**config.mk**
```make
export PLATFORM = sky130hd
export DESIGN_NAME = rat_top
export DESIGN_NICKNAME = d
export VERILOG_FILES = /design/src/design/rat_pkg.sv /design/src/design/rat_top.sv /design/src/design/rat_xlate.sv
export SDC_FILE = /design/constraint.sdc
export NUM_CORES = 1
export LEC_CHECK = 0
export BUFFER_PORTS_ARGS = -buffer_cell sky130_fd_sc_hd__clkbuf_2
export CORE_UTILIZATION = 50
export CTS_CLUSTER_DIAMETER = 40
export DETAILED_ROUTE_END_ITERATION = 8
export PLACE_DENSITY = 0.77
export SYNTH_ARGS = -nofsm -noshare
export SYNTH_HDL_FRONTEND = slang
export SYNTH_HIERARCHICAL = 1
export SYNTH_SLANG_ARGS = --single-unit
export TNS_END_PERCENT = 100
```
**constraint.sdc**
```tcl
create_clock -name hclk -period 2.4 [get_ports hclk]
set_input_delay 0.12 -clock hclk [delete_from_list [all_inputs] [get_ports hclk]]
set_output_delay 0.12 -clock hclk [all_outputs]
set_load 0.03 [all_outputs]
```
**src/design/rat_pkg.sv**
```systemverilog
/*
  Shared constants and types of the remote address translation block:
  register indices, field positions, reset values and destination codes.
  Assumes the register bus is AHB-Lite with 32-bit data, one word a register.
*/
package rat_pkg;

  // Address width of an I2C target
  localparam int RAT_AW = 7;
  // Number of remote target entries
  localparam int RAT_NTGT = 3;
  // Register indices; byte address is four times the index
  localparam logic [9:0] RAT_IDX_SER = 10'h007;
  localparam logic [9:0] RAT_IDX_TGT0 = 10'h008;
  localparam logic [9:0] RAT_IDX_TGT1 = 10'h009;
  localparam logic [9:0] RAT_IDX_TGT2 = 10'h00a;
  localparam logic [9:0] RAT_IDX_ALIAS0 = 10'h010;
  localparam logic [9:0] RAT_IDX_ALIAS1 = 10'h011;
  localparam logic [9:0] RAT_IDX_ALIAS2 = 10'h012;
  localparam logic [9:0] RAT_IDX_STATUS = 10'h013;
  // Field positions inside an 8-bit register
  localparam int RAT_ADDR_LSB = 1;
  localparam int RAT_ADDR_MSB = 7;
  localparam int RAT_HOLD_BIT = 0;
  localparam int RAT_ST_LOCK_BIT = 0;
  localparam int RAT_ST_AUTO_BIT = 1;
  // Reset values
  localparam logic [7:0] RAT_REG_RST = 8'h00;
  localparam logic [6:0] RAT_ADDR_RST = 7'h00;
  // Bus codes
  localparam logic RAT_HRESP_OKAY = 1'b0;
  localparam logic [31:0] RAT_RDATA_RST = 32'h0000_0000;

  // Where a request was sent
  typedef enum logic [1:0] {
    RAT_DEST_NONE,
    RAT_DEST_SER,
    RAT_DEST_TGT
  } rat_dest_t;

  // Address field of a register image
  function automatic logic [6:0] rat_addr_field(input logic [7:0] v);
    return v[RAT_ADDR_MSB:RAT_ADDR_LSB];
  endfunction

  // Full 7-bit match against an enabled (nonzero) entry
  function automatic logic rat_hit(input logic [6:0] a, input logic [6:0] ref_a);
    return (ref_a != RAT_ADDR_RST) && (a == ref_a);
  endfunction

endpackage

```
**src/design/rat_top.sv**
```systemverilog
/*
  Remote I2C address translation: serializer address register with
  automatic load after link lock, three remote target entries with their
  aliases, an AHB-Lite register slave and the request translation path.
  Assumes a single AHB-Lite master, a lock level from the link pins, and
  identifier and request strobes from logic on the same clock.
*/
// Register access over AHB-Lite was chosen for this implementation.
`timescale 1ns/100ps
module rat_top
  import rat_pkg::*;
(
  input wire logic hclk,
  input wire logic hresetn,
  input wire logic hsel,
  input wire logic [11:0] haddr,
  input wire logic [1:0] htrans,
  input wire logic hwrite,
  input wire logic [2:0] hsize,
  input wire logic [31:0] hwdata,
  input wire logic hready,
  output logic hreadyout,
  output logic hresp,
  output logic [31:0] hrdata,
  input wire logic link_lock,
  input wire logic id_valid,
  input wire logic [6:0] id_addr,
  input wire logic req_valid,
  input wire logic [6:0] req_addr,
  output logic fwd_valid,
  output logic [6:0] fwd_addr,
  output rat_pkg::rat_dest_t fwd_dest,
  output logic [1:0] fwd_entry
);
  import rat_pkg::*;

  // Register state
  logic [6:0] ser_addr_r;
  logic hold_r;
  logic [2:0][7:0] tgt_r;
  logic [2:0][7:0] alias_r;
  logic auto_loaded_r;

  // Lock synchroniser
  logic lock_meta_r;
  logic lock_sync_r;

  // Bus data-phase state
  logic wr_pend_r;
  logic [9:0] wr_idx_r;
  logic acc_ok;
  logic [9:0] acc_idx;
  logic [7:0] rd_val;
  logic auto_load;

  // Views for the translation stage
  logic [2:0][6:0] tgt_addr;
  logic [2:0][6:0] alias_addr;

  // Bus access accepted in address phase; hsize is not checked, words only
  assign acc_ok = hsel && htrans[1] && hready;
  assign acc_idx = haddr[11:2];

  // Link lock crosses from the pins through two flip-flops
  always_ff @(posedge hclk or negedge hresetn) begin
    if (!hresetn) begin
      lock_meta_r <= 1'b0;
      lock_sync_r <= 1'b0;
    end else begin
      lock_meta_r <= link_lock;
      lock_sync_r <= lock_meta_r;
    end
  end

  // Identifier from the forward channel is taken only with lock and no hold
  assign auto_load = id_valid && lock_sync_r && !hold_r;

  // Write capture in address phase, write in data phase
  always_ff @(posedge hclk or negedge hresetn) begin
    if (!hresetn) begin
      wr_pend_r <= 1'b0;
      wr_idx_r <= 10'h000;
    end else begin
      wr_pend_r <= acc_ok && hwrite;
      if (acc_ok) begin
        wr_idx_r <= acc_idx;
      end
    end
  end

  // Serializer address register; software write wins over auto load
  always_ff @(posedge hclk or negedge hresetn) begin
    if (!hresetn) begin
      ser_addr_r <= RAT_ADDR_RST;
      hold_r <= 1'b0;
    end else if (wr_pend_r && wr_idx_r == RAT_IDX_SER) begin
      ser_addr_r <= rat_addr_field(hwdata[7:0]);
      hold_r <= hwdata[RAT_HOLD_BIT];
    end else if (auto_load) begin
      ser_addr_r <= id_addr;
    end
  end

  // Flag showing the address came from the link
  always_ff @(posedge hclk or negedge hresetn) begin
    if (!hresetn) begin
      auto_loaded_r <= 1'b0;
    end else if (wr_pend_r && wr_idx_r == RAT_IDX_SER) begin
      auto_loaded_r <= 1'b0;
    end else if (auto_load) begin
      auto_loaded_r <= 1'b1;
    end
  end

  // Target and alias entries, full byte kept
  always_ff @(posedge hclk or negedge hresetn) begin
    if (!hresetn) begin
      tgt_r <= {RAT_NTGT{RAT_REG_RST}};
      alias_r <= {RAT_NTGT{RAT_REG_RST}};
    end else if (wr_pend_r) begin
      unique case (wr_idx_r)
        RAT_IDX_TGT0: tgt_r[0] <= hwdata[7:0];
        RAT_IDX_TGT1: tgt_r[1] <= hwdata[7:0];
        RAT_IDX_TGT2: tgt_r[2] <= hwdata[7:0];
        RAT_IDX_ALIAS0: alias_r[0] <= hwdata[7:0];
        RAT_IDX_ALIAS1: alias_r[1] <= hwdata[7:0];
        RAT_IDX_ALIAS2: alias_r[2] <= hwdata[7:0];
        default: ;
      endcase
    end
  end

  // Read mux with bypass of a write still in its data phase
  always_comb begin
    rd_val = RAT_REG_RST;
    unique case (acc_idx)
      RAT_IDX_SER: rd_val = {ser_addr_r, hold_r};
      RAT_IDX_TGT0: rd_val = tgt_r[0];
      RAT_IDX_TGT1: rd_val = tgt_r[1];
      RAT_IDX_TGT2: rd_val = tgt_r[2];
      RAT_IDX_ALIAS0: rd_val = alias_r[0];
      RAT_IDX_ALIAS1: rd_val = alias_r[1];
      RAT_IDX_ALIAS2: rd_val = alias_r[2];
      RAT_IDX_STATUS: begin
        rd_val[RAT_ST_LOCK_BIT] = lock_sync_r;
        rd_val[RAT_ST_AUTO_BIT] = auto_loaded_r;
      end
      default: rd_val = RAT_REG_RST;
    endcase
    if (wr_pend_r && wr_idx_r == acc_idx && acc_idx != RAT_IDX_STATUS) begin
      rd_val = hwdata[7:0];
    end
  end

  // Read data registered for the data phase; zero wait states
  always_ff @(posedge hclk or negedge hresetn) begin
    if (!hresetn) begin
      hrdata <= RAT_RDATA_RST;
      hreadyout <= 1'b1;
      hresp <= RAT_HRESP_OKAY;
    end else begin
      hreadyout <= 1'b1;
      hresp <= RAT_HRESP_OKAY;
      if (acc_ok && !hwrite) begin
        hrdata <= {24'h00_0000, rd_val};
      end
    end
  end

  // Address fields for the translation stage
  always_comb begin
    for (int i = 0; i < RAT_NTGT; i++) begin
      tgt_addr[i] = rat_addr_field(tgt_r[i]);
      alias_addr[i] = rat_addr_field(alias_r[i]);
    end
  end

  // Request translation, registered inside the stage
  rat_xlate rat_xlate_inst (
    .hclk(hclk),
    .hresetn(hresetn),
    .req_valid(req_valid),
    .req_addr(req_addr),
    .ser_addr(ser_addr_r),
    .tgt_addr(tgt_addr),
    .alias_addr(alias_addr),
    .fwd_valid_r(fwd_valid),
    .fwd_addr_r(fwd_addr),
    .fwd_dest_r(fwd_dest),
    .fwd_entry_r(fwd_entry)
  );

  // Checks
  property p_ser_reset;
    @(posedge hclk) $rose(hresetn) |-> ser_addr_r == RAT_ADDR_RST && !hold_r;
  endproperty
  a_ser_reset: assert property (p_ser_reset) else $error("serializer addr not zero");

  property p_ser_write;
    @(posedge hclk) disable iff (!hresetn)
    wr_pend_r && wr_idx_r == RAT_IDX_SER
      |=> ser_addr_r == $past(hwdata[7:1]) && hold_r == $past(hwdata[0]);
  endproperty
  a_ser_write: assert property (p_ser_write) else $error("serializer addr write lost");

  property p_zero_blocks;
    @(posedge hclk) disable iff (!hresetn)
    req_valid && ser_addr_r == RAT_ADDR_RST |=> fwd_dest != RAT_DEST_SER;
  endproperty
  a_zero_blocks: assert property (p_zero_blocks) else $error("zero serializer addr used");

  property p_auto_load;
    @(posedge hclk) disable iff (!hresetn)
    id_valid && lock_sync_r && !hold_r && !(wr_pend_r && wr_idx_r == RAT_IDX_SER)
      |=> ser_addr_r == $past(id_addr) && auto_loaded_r;
  endproperty
  a_auto_load: assert property (p_auto_load) else $error("identifier not loaded after lock");

  property p_no_load_unlocked;
    @(posedge hclk) disable iff (!hresetn)
    !lock_sync_r && !(wr_pend_r && wr_idx_r == RAT_IDX_SER) |=> $stable(ser_addr_r);
  endproperty
  a_no_load_unlocked: assert property (p_no_load_unlocked) else $error("load without lock");

  property p_hold_freezes;
    @(posedge hclk) disable iff (!hresetn)
    hold_r && !(wr_pend_r && wr_idx_r == RAT_IDX_SER) |=> $stable(ser_addr_r);
  endproperty
  a_hold_freezes: assert property (p_hold_freezes) else $error("held addr changed");

  property p_tgt_readback;
    @(posedge hclk) disable iff (!hresetn)
    wr_pend_r && wr_idx_r == RAT_IDX_TGT1 ##1 acc_ok && !hwrite && acc_idx == RAT_IDX_TGT1
      && !wr_pend_r |=> hrdata[7:0] == tgt_r[1];
  endproperty
  a_tgt_readback: assert property (p_tgt_readback) else $error("target readback wrong");

  property p_tgt_map;
    @(posedge hclk) disable iff (!hresetn)
    req_valid && rat_hit(req_addr, alias_addr[2]) && !rat_hit(req_addr, alias_addr[1])
      && !rat_hit(req_addr, alias_addr[0]) && !rat_hit(req_addr, ser_addr_r)
      |=> fwd_valid && fwd_entry == 2'd2 && fwd_addr == $past(tgt_addr[2]);
  endproperty
  a_tgt_map: assert property (p_tgt_map) else $error("alias 2 not remapped");

  property p_fwd_pulse;
    @(posedge hclk) disable iff (!hresetn)
    fwd_valid |-> $past(req_valid);
  endproperty
  a_fwd_pulse: assert property (p_fwd_pulse) else $error("forward without request");

  // Further register and routing checks
  property p_tgt_write;
    @(posedge hclk) disable iff (!hresetn)
    wr_pend_r && wr_idx_r == RAT_IDX_TGT0 |=> tgt_r[0] == $past(hwdata[7:0]);
  endproperty
  a_tgt_write: assert property (p_tgt_write) else $error("target entry write lost");

  property p_tgt_reset;
    @(posedge hclk) $rose(hresetn) |-> tgt_r == {RAT_NTGT{RAT_REG_RST}};
  endproperty
  a_tgt_reset: assert property (p_tgt_reset) else $error("target entry not zero");

  property p_ser_fwd;
    @(posedge hclk) disable iff (!hresetn)
    req_valid && rat_hit(req_addr, ser_addr_r)
      |=> fwd_dest == RAT_DEST_SER && fwd_addr == $past(ser_addr_r);
  endproperty
  a_ser_fwd: assert property (p_ser_fwd) else $error("serializer request misrouted");

  // Address zero can never hit: zero entries are disabled
  property p_zero_req_drop;
    @(posedge hclk) disable iff (!hresetn)
    req_valid && req_addr == RAT_ADDR_RST |=> fwd_dest == RAT_DEST_NONE;
  endproperty
  a_zero_req_drop: assert property (p_zero_req_drop) else $error("zero address matched");

  property p_alias1_map;
    @(posedge hclk) disable iff (!hresetn)
    req_valid && rat_hit(req_addr, alias_addr[1]) && !rat_hit(req_addr, alias_addr[0])
      && !rat_hit(req_addr, ser_addr_r)
      |=> fwd_dest == RAT_DEST_TGT && fwd_entry == 2'd1 && fwd_addr == $past(tgt_addr[1]);
  endproperty
  a_alias1_map: assert property (p_alias1_map) else $error("alias 1 not remapped");

  // Scenario covers
  c_auto_load: cover property (@(posedge hclk) disable iff (!hresetn) auto_load ##1 req_valid);
  c_alias_hit: cover property (@(posedge hclk) disable iff (!hresetn)
    fwd_valid && fwd_dest == RAT_DEST_TGT);
  c_hold_block: cover property (@(posedge hclk) disable iff (!hresetn)
    id_valid && lock_sync_r && hold_r);
  c_drop: cover property (@(posedge hclk) disable iff (!hresetn)
    fwd_valid && fwd_dest == RAT_DEST_NONE);
  c_ser_fwd: cover property (@(posedge hclk) disable iff (!hresetn)
    fwd_valid && fwd_dest == RAT_DEST_SER);

endmodule

```
**src/design/rat_xlate.sv**
```systemverilog
/*
  Address translation stage: maps a request address onto the serializer
  or onto the physical address of a remote target entry, one cycle later.
  Assumes request and tables come from logic on the same clock.
*/
`timescale 1ns/100ps
module rat_xlate
  import rat_pkg::*;
(
  input wire logic hclk,
  input wire logic hresetn,
  input wire logic req_valid,
  input wire logic [6:0] req_addr,
  input wire logic [6:0] ser_addr,
  input wire logic [2:0][6:0] tgt_addr,
  input wire logic [2:0][6:0] alias_addr,
  output logic fwd_valid_r,
  output logic [6:0] fwd_addr_r,
  output rat_pkg::rat_dest_t fwd_dest_r,
  output logic [1:0] fwd_entry_r
);

  logic [6:0] addr_nxt;
  rat_dest_t dest_nxt;
  logic [1:0] entry_nxt;

  // Serializer first, then lowest matching alias entry
  always_comb begin
    addr_nxt = RAT_ADDR_RST;
    dest_nxt = RAT_DEST_NONE;
    entry_nxt = 2'd0;
    for (int i = RAT_NTGT - 1; i >= 0; i--) begin
      if (rat_hit(req_addr, alias_addr[i])) begin
        addr_nxt = tgt_addr[i];
        dest_nxt = RAT_DEST_TGT;
        entry_nxt = 2'(i);
      end
    end
    if (rat_hit(req_addr, ser_addr)) begin
      addr_nxt = ser_addr;
      dest_nxt = RAT_DEST_SER;
      entry_nxt = 2'd0;
    end
  end

  // Result register
  always_ff @(posedge hclk or negedge hresetn) begin
    if (!hresetn) begin
      fwd_valid_r <= 1'b0;
      fwd_addr_r <= RAT_ADDR_RST;
      fwd_dest_r <= RAT_DEST_NONE;
      fwd_entry_r <= 2'd0;
    end else begin
      fwd_valid_r <= req_valid;
      if (req_valid) begin
        fwd_addr_r <= addr_nxt;
        fwd_dest_r <= dest_nxt;
        fwd_entry_r <= entry_nxt;
      end
    end
  end

  property p_alias_maps;
    @(posedge hclk) disable iff (!hresetn)
    req_valid && rat_hit(req_addr, alias_addr[0]) && !rat_hit(req_addr, ser_addr)
      |=> fwd_dest_r == RAT_DEST_TGT && fwd_addr_r == $past(tgt_addr[0]);
  endproperty
  a_alias_maps: assert property (p_alias_maps) else $error("alias 0 not remapped");

  property p_no_match_drop;
    @(posedge hclk) disable iff (!hresetn)
    req_valid && !rat_hit(req_addr, ser_addr) && !rat_hit(req_addr, alias_addr[0])
      && !rat_hit(req_addr, alias_addr[1]) && !rat_hit(req_addr, alias_addr[2])
      |=> fwd_valid_r && fwd_dest_r == RAT_DEST_NONE;
  endproperty
  a_no_match_drop: assert property (p_no_match_drop) else $error("unmatched forwarded");

endmodule

```
==> out/metrics.csv <==
stage,metric,value,unit
yosys,ys_types,59,
sta,fmax,0.4674,GHz
outcome,status,"complete, no violations",
routing,viasPerCell,5.979,
cells_and_area,stdcell_count,675,
cts,cts_setup_buffers,0,
yosys,synth-main-ff-cell,dfrtp_1,
pwr,p_seq_frac,0.493,
floorplanning,num_rows,36,
cells_and_area,final_cell_mix,"90 x dfrtp_1, 59 x clkbuf_2, 52 x mux2_2",
yosys,synth_seq_cells,90,
floorplanning,die_y,103.7,µm
grt,grt_overflow,0,
critical_path,worstRegToRegCells,5,
floorplanning,initial_core_util,0.5223,
cells_and_area,final_common_cell,dfrtp_1,
grt,grt_pass1_vias,4090,
pwr,clockPowerShare,0.342,
floorplanning,dieArea,10760,µm²
floorplanning,die_w,103.7,µm
placement,gp_congestion,0.9034,
pwr,internal_power,0.002514,W
floorplanning,io-pin-count,117,
sta,rsz0062_at_grt,false,
yosys,synth_area,5176,µm²
yosys,yosys.area_share.adder,0,
yosys,synthXorXnorAreaFrac,0.06430,
pwr,power_switching_share,0.2838,
yosys,muxShareOfSynthArea,0.1624,
cts,hold_buffers,3,
cts,ctsResizeCount,0,
critical_path,startpoint_type,flip-flop,
grt,use_met2,0.4185,
critical_path,cp.arrival,2.40,ns
cts,cts_made_buffers,9,
floorplanning,core-area,9910,µm²
pwr,p_comb_frac,0.165,
sta,finalMaxSlewViolations,0,
grt,grt_util_met3,0.03524,
pwr,power_density,606.2,nW/µm²
sta,hold_ws,0.07392,ns
routing,vias,4036,
grt,grt_pass1_wl,21.60,mm
cts,worstSkewPairLatency,0.36,ns
grt,grt_max_degree,55,
grt,antenna_found_initial,0,
cts,clock_sinks,90,
pwr,total_power,0.003510,W
sta,finalSetupViolations,0,
placement,io_buffers,60,
cts,htreeDepth,3,
sta,relSlewSlack,0.4716,
pwr,p_switching,0.0009960,W
cts,cts-root-buf,clkbuf_8,
placement,placed_cells,656,
sta,hold_viol,0,
sta,layout_min_cycle_time,2.140,ns
cells_and_area,regArea,2252,µm²
routing,drc,0,
min_path,whs_path_depth,3,
cells_and_area,synthToLayoutAreaGrowth,11.84,%
routing,firstDrtPassIters,6,
yosys,synth_top_area_frac,0.4351,
critical_path,rrSetupSlack,0.26,ns
pwr,p_leak,2.539,nW
yosys,yosys_warnings,6,
critical_path,cp_max_fo,9,
yosys,ys_seq_area_frac,0.4351,
routing,antenna_left,0,
sta,period_share,0.8915,
cts,clockBufferDepth,2,
yosys,synth_top_family_by_area,multiplexers,
grt,grt_use_met1,0.3507,
critical_path,critPathCaptureType,flip-flop,
cells_and_area,multiInputGateArea,2656,µm²
sta,clock_skew,0.009674,ns
yosys,synth_edf_count,0,
routing,post_drt_wl_per_cell,19.51,µm
yosys,synth_area_leaders,"dfrtp_1 44%, mux2_2 11%, xnor2_1 6.4%",
grt,grt_usage,0.2574,
cts,cts_tree,built,
sta,tns,0,ns
job,maxCapViolCount,0,
yosys,synth-simple-area-share,0.1436,
critical_path,path_class,flip-flop to flip-flop,
cells_and_area,layout-drive-gt1-share,0.2897,
pwr,ir_drop,0.0004174,V
yosys,synth_top_area_cell,dfrtp_1,
routing,routed_wl,13.17,mm
yosys,avgSynthCellArea,10.85,µm²
cells_and_area,finalNetCount,608,
yosys,async_flop_share,1.000,
yosys,synth_cells,477,
routing,first_iter_violations,341,
cts,clkSlewWorstSetupHoldPaths,0.09,ns
grt,busiest_layer,met2,
placement,hpwl,9.486,mm
cells_and_area,diodes,0,
min_path,hold_class,input pin to flip-flop,
critical_path,critPathRequiredTime,2.66,ns
yosys,synth-compound-area-share,0.1240,
sta,tightest_slew,0.7883,ns
cells_and_area,nFillCells,838,
[cell type report]
cell class,instances,share of cell area
Multi-Input combinational cell,351,0.4588
Sequential cell,90,0.3890
Timing Repair Buffer,76,0.07651
Tap cell,133,0.02874
Clock buffer,12,0.02853
Clock inverter,4,0.01254
Inverter,9,0.005835
[routing by layer]
layer | up-vias | share of wire
li1 | 1818 | -
met1 | 2031 | 0.43
met2 | 165 | 0.48
met3 | 22 | 0.060
met4 | 0 | 0.023
met5 | - | 0
[worst max-delay path: stages, from the launching register on]
cell and delay [ns]:
dfrtp_1 0.43, or4_4 0.56, nor4_4 0.28, or3_1 0.41, a31oi_1 0.15, o221ai_1 0.22
[cell usage after synthesis (all sizes together) (7+ instances only)]
library cell,instances
nand3,13
mux2,52
nand2,38
nand4,7
a31oi,8
a22oi,8
xnor2,38
buf,38
a21oi,14
mux2i,21
clkbuf,13
nor4,8
inv,9
dfrtp,90
o21ai,23
nor2,17
o2bb2ai,8
nor4b,8
[final timing paths]
path,startpoint,end
worst max-delay path,alias_addr[10]$_DFFE_PN0P_,rat_xlate_inst/fwd_addr_r[4]$_DFFE_PN0P_
worst min-delay path,id_addr[3],ser_addr_r[3]$_DFFE_PN0P_
worst max register to register,alias_addr[10]$_DFFE_PN0P_,rat_xlate_inst/fwd_addr_r[4]$_DFFE_PN0P_
worst min register to register,lock_meta_r$_DFF_PN0_,lock_sync_r$_DFF_PN0_
max in group asynchronous,hresetn,rat_xlate_inst/fwd_addr_r[4]$_DFFE_PN0P_
min in group asynchronous,hresetn,tgt_addr[1]$_DFFE_PN0P_
[metrics by stage]
step / utilization / instance area, µm² / setup slack, ns
2_1_floorplan: - / 5266 / 0.4633
3_3_place_gp: 0.5572 / 5522 / 0.3346
3_5_place_dp: 0.5572 / 5522 / 0.2756
4_1_cts: 0.5842 / 5789 / 0.2859
5_1_grt: 0.5842 / 5789 / 0.09660
6_report: 0.5842 / 5789 / 0.2604
[power by group through the flow]
stage | Combinational, W | Clock, W | Sequential [W]
5_1_grt | 0.000626 | 0.00129 | 0.00174
2_1_floorplan | 0.000412 | 0 | 0.00173
3_3_place_gp | 0.000551 | 0 | 0.00175
4_1_cts | 0.000576 | 0.00122 | 0.00172
6_report | 0.000580 | 0.00120 | 0.00173
3_5_place_dp | 0.000570 | 0 | 0.00176
[cell families (layout without fill, tap and decap cells)]
group / after synthesis / after routing
other cells: 2 / 26
buf+inv: 60 / 101
xor+xnor: 38 / 38
compound gates: 92 / 92
simple gates: 120 / 120
flops: 90 / 90
mux: 75 / 75
[registers in the layout, indices dropped and copies added (netlist names), 2 cells and up]
signal	flops
alias_addr	21
alias_r	3
hrdata	8
rat_xlate_inst/fwd_addr_r	7
rat_xlate_inst/fwd_dest_r	2
rat_xlate_inst/fwd_entry_r	2
ser_addr_r	7
tgt_addr	21
tgt_r	3
wr_idx_r	10
Note: power is estimated with default switching activity, not from simulation.
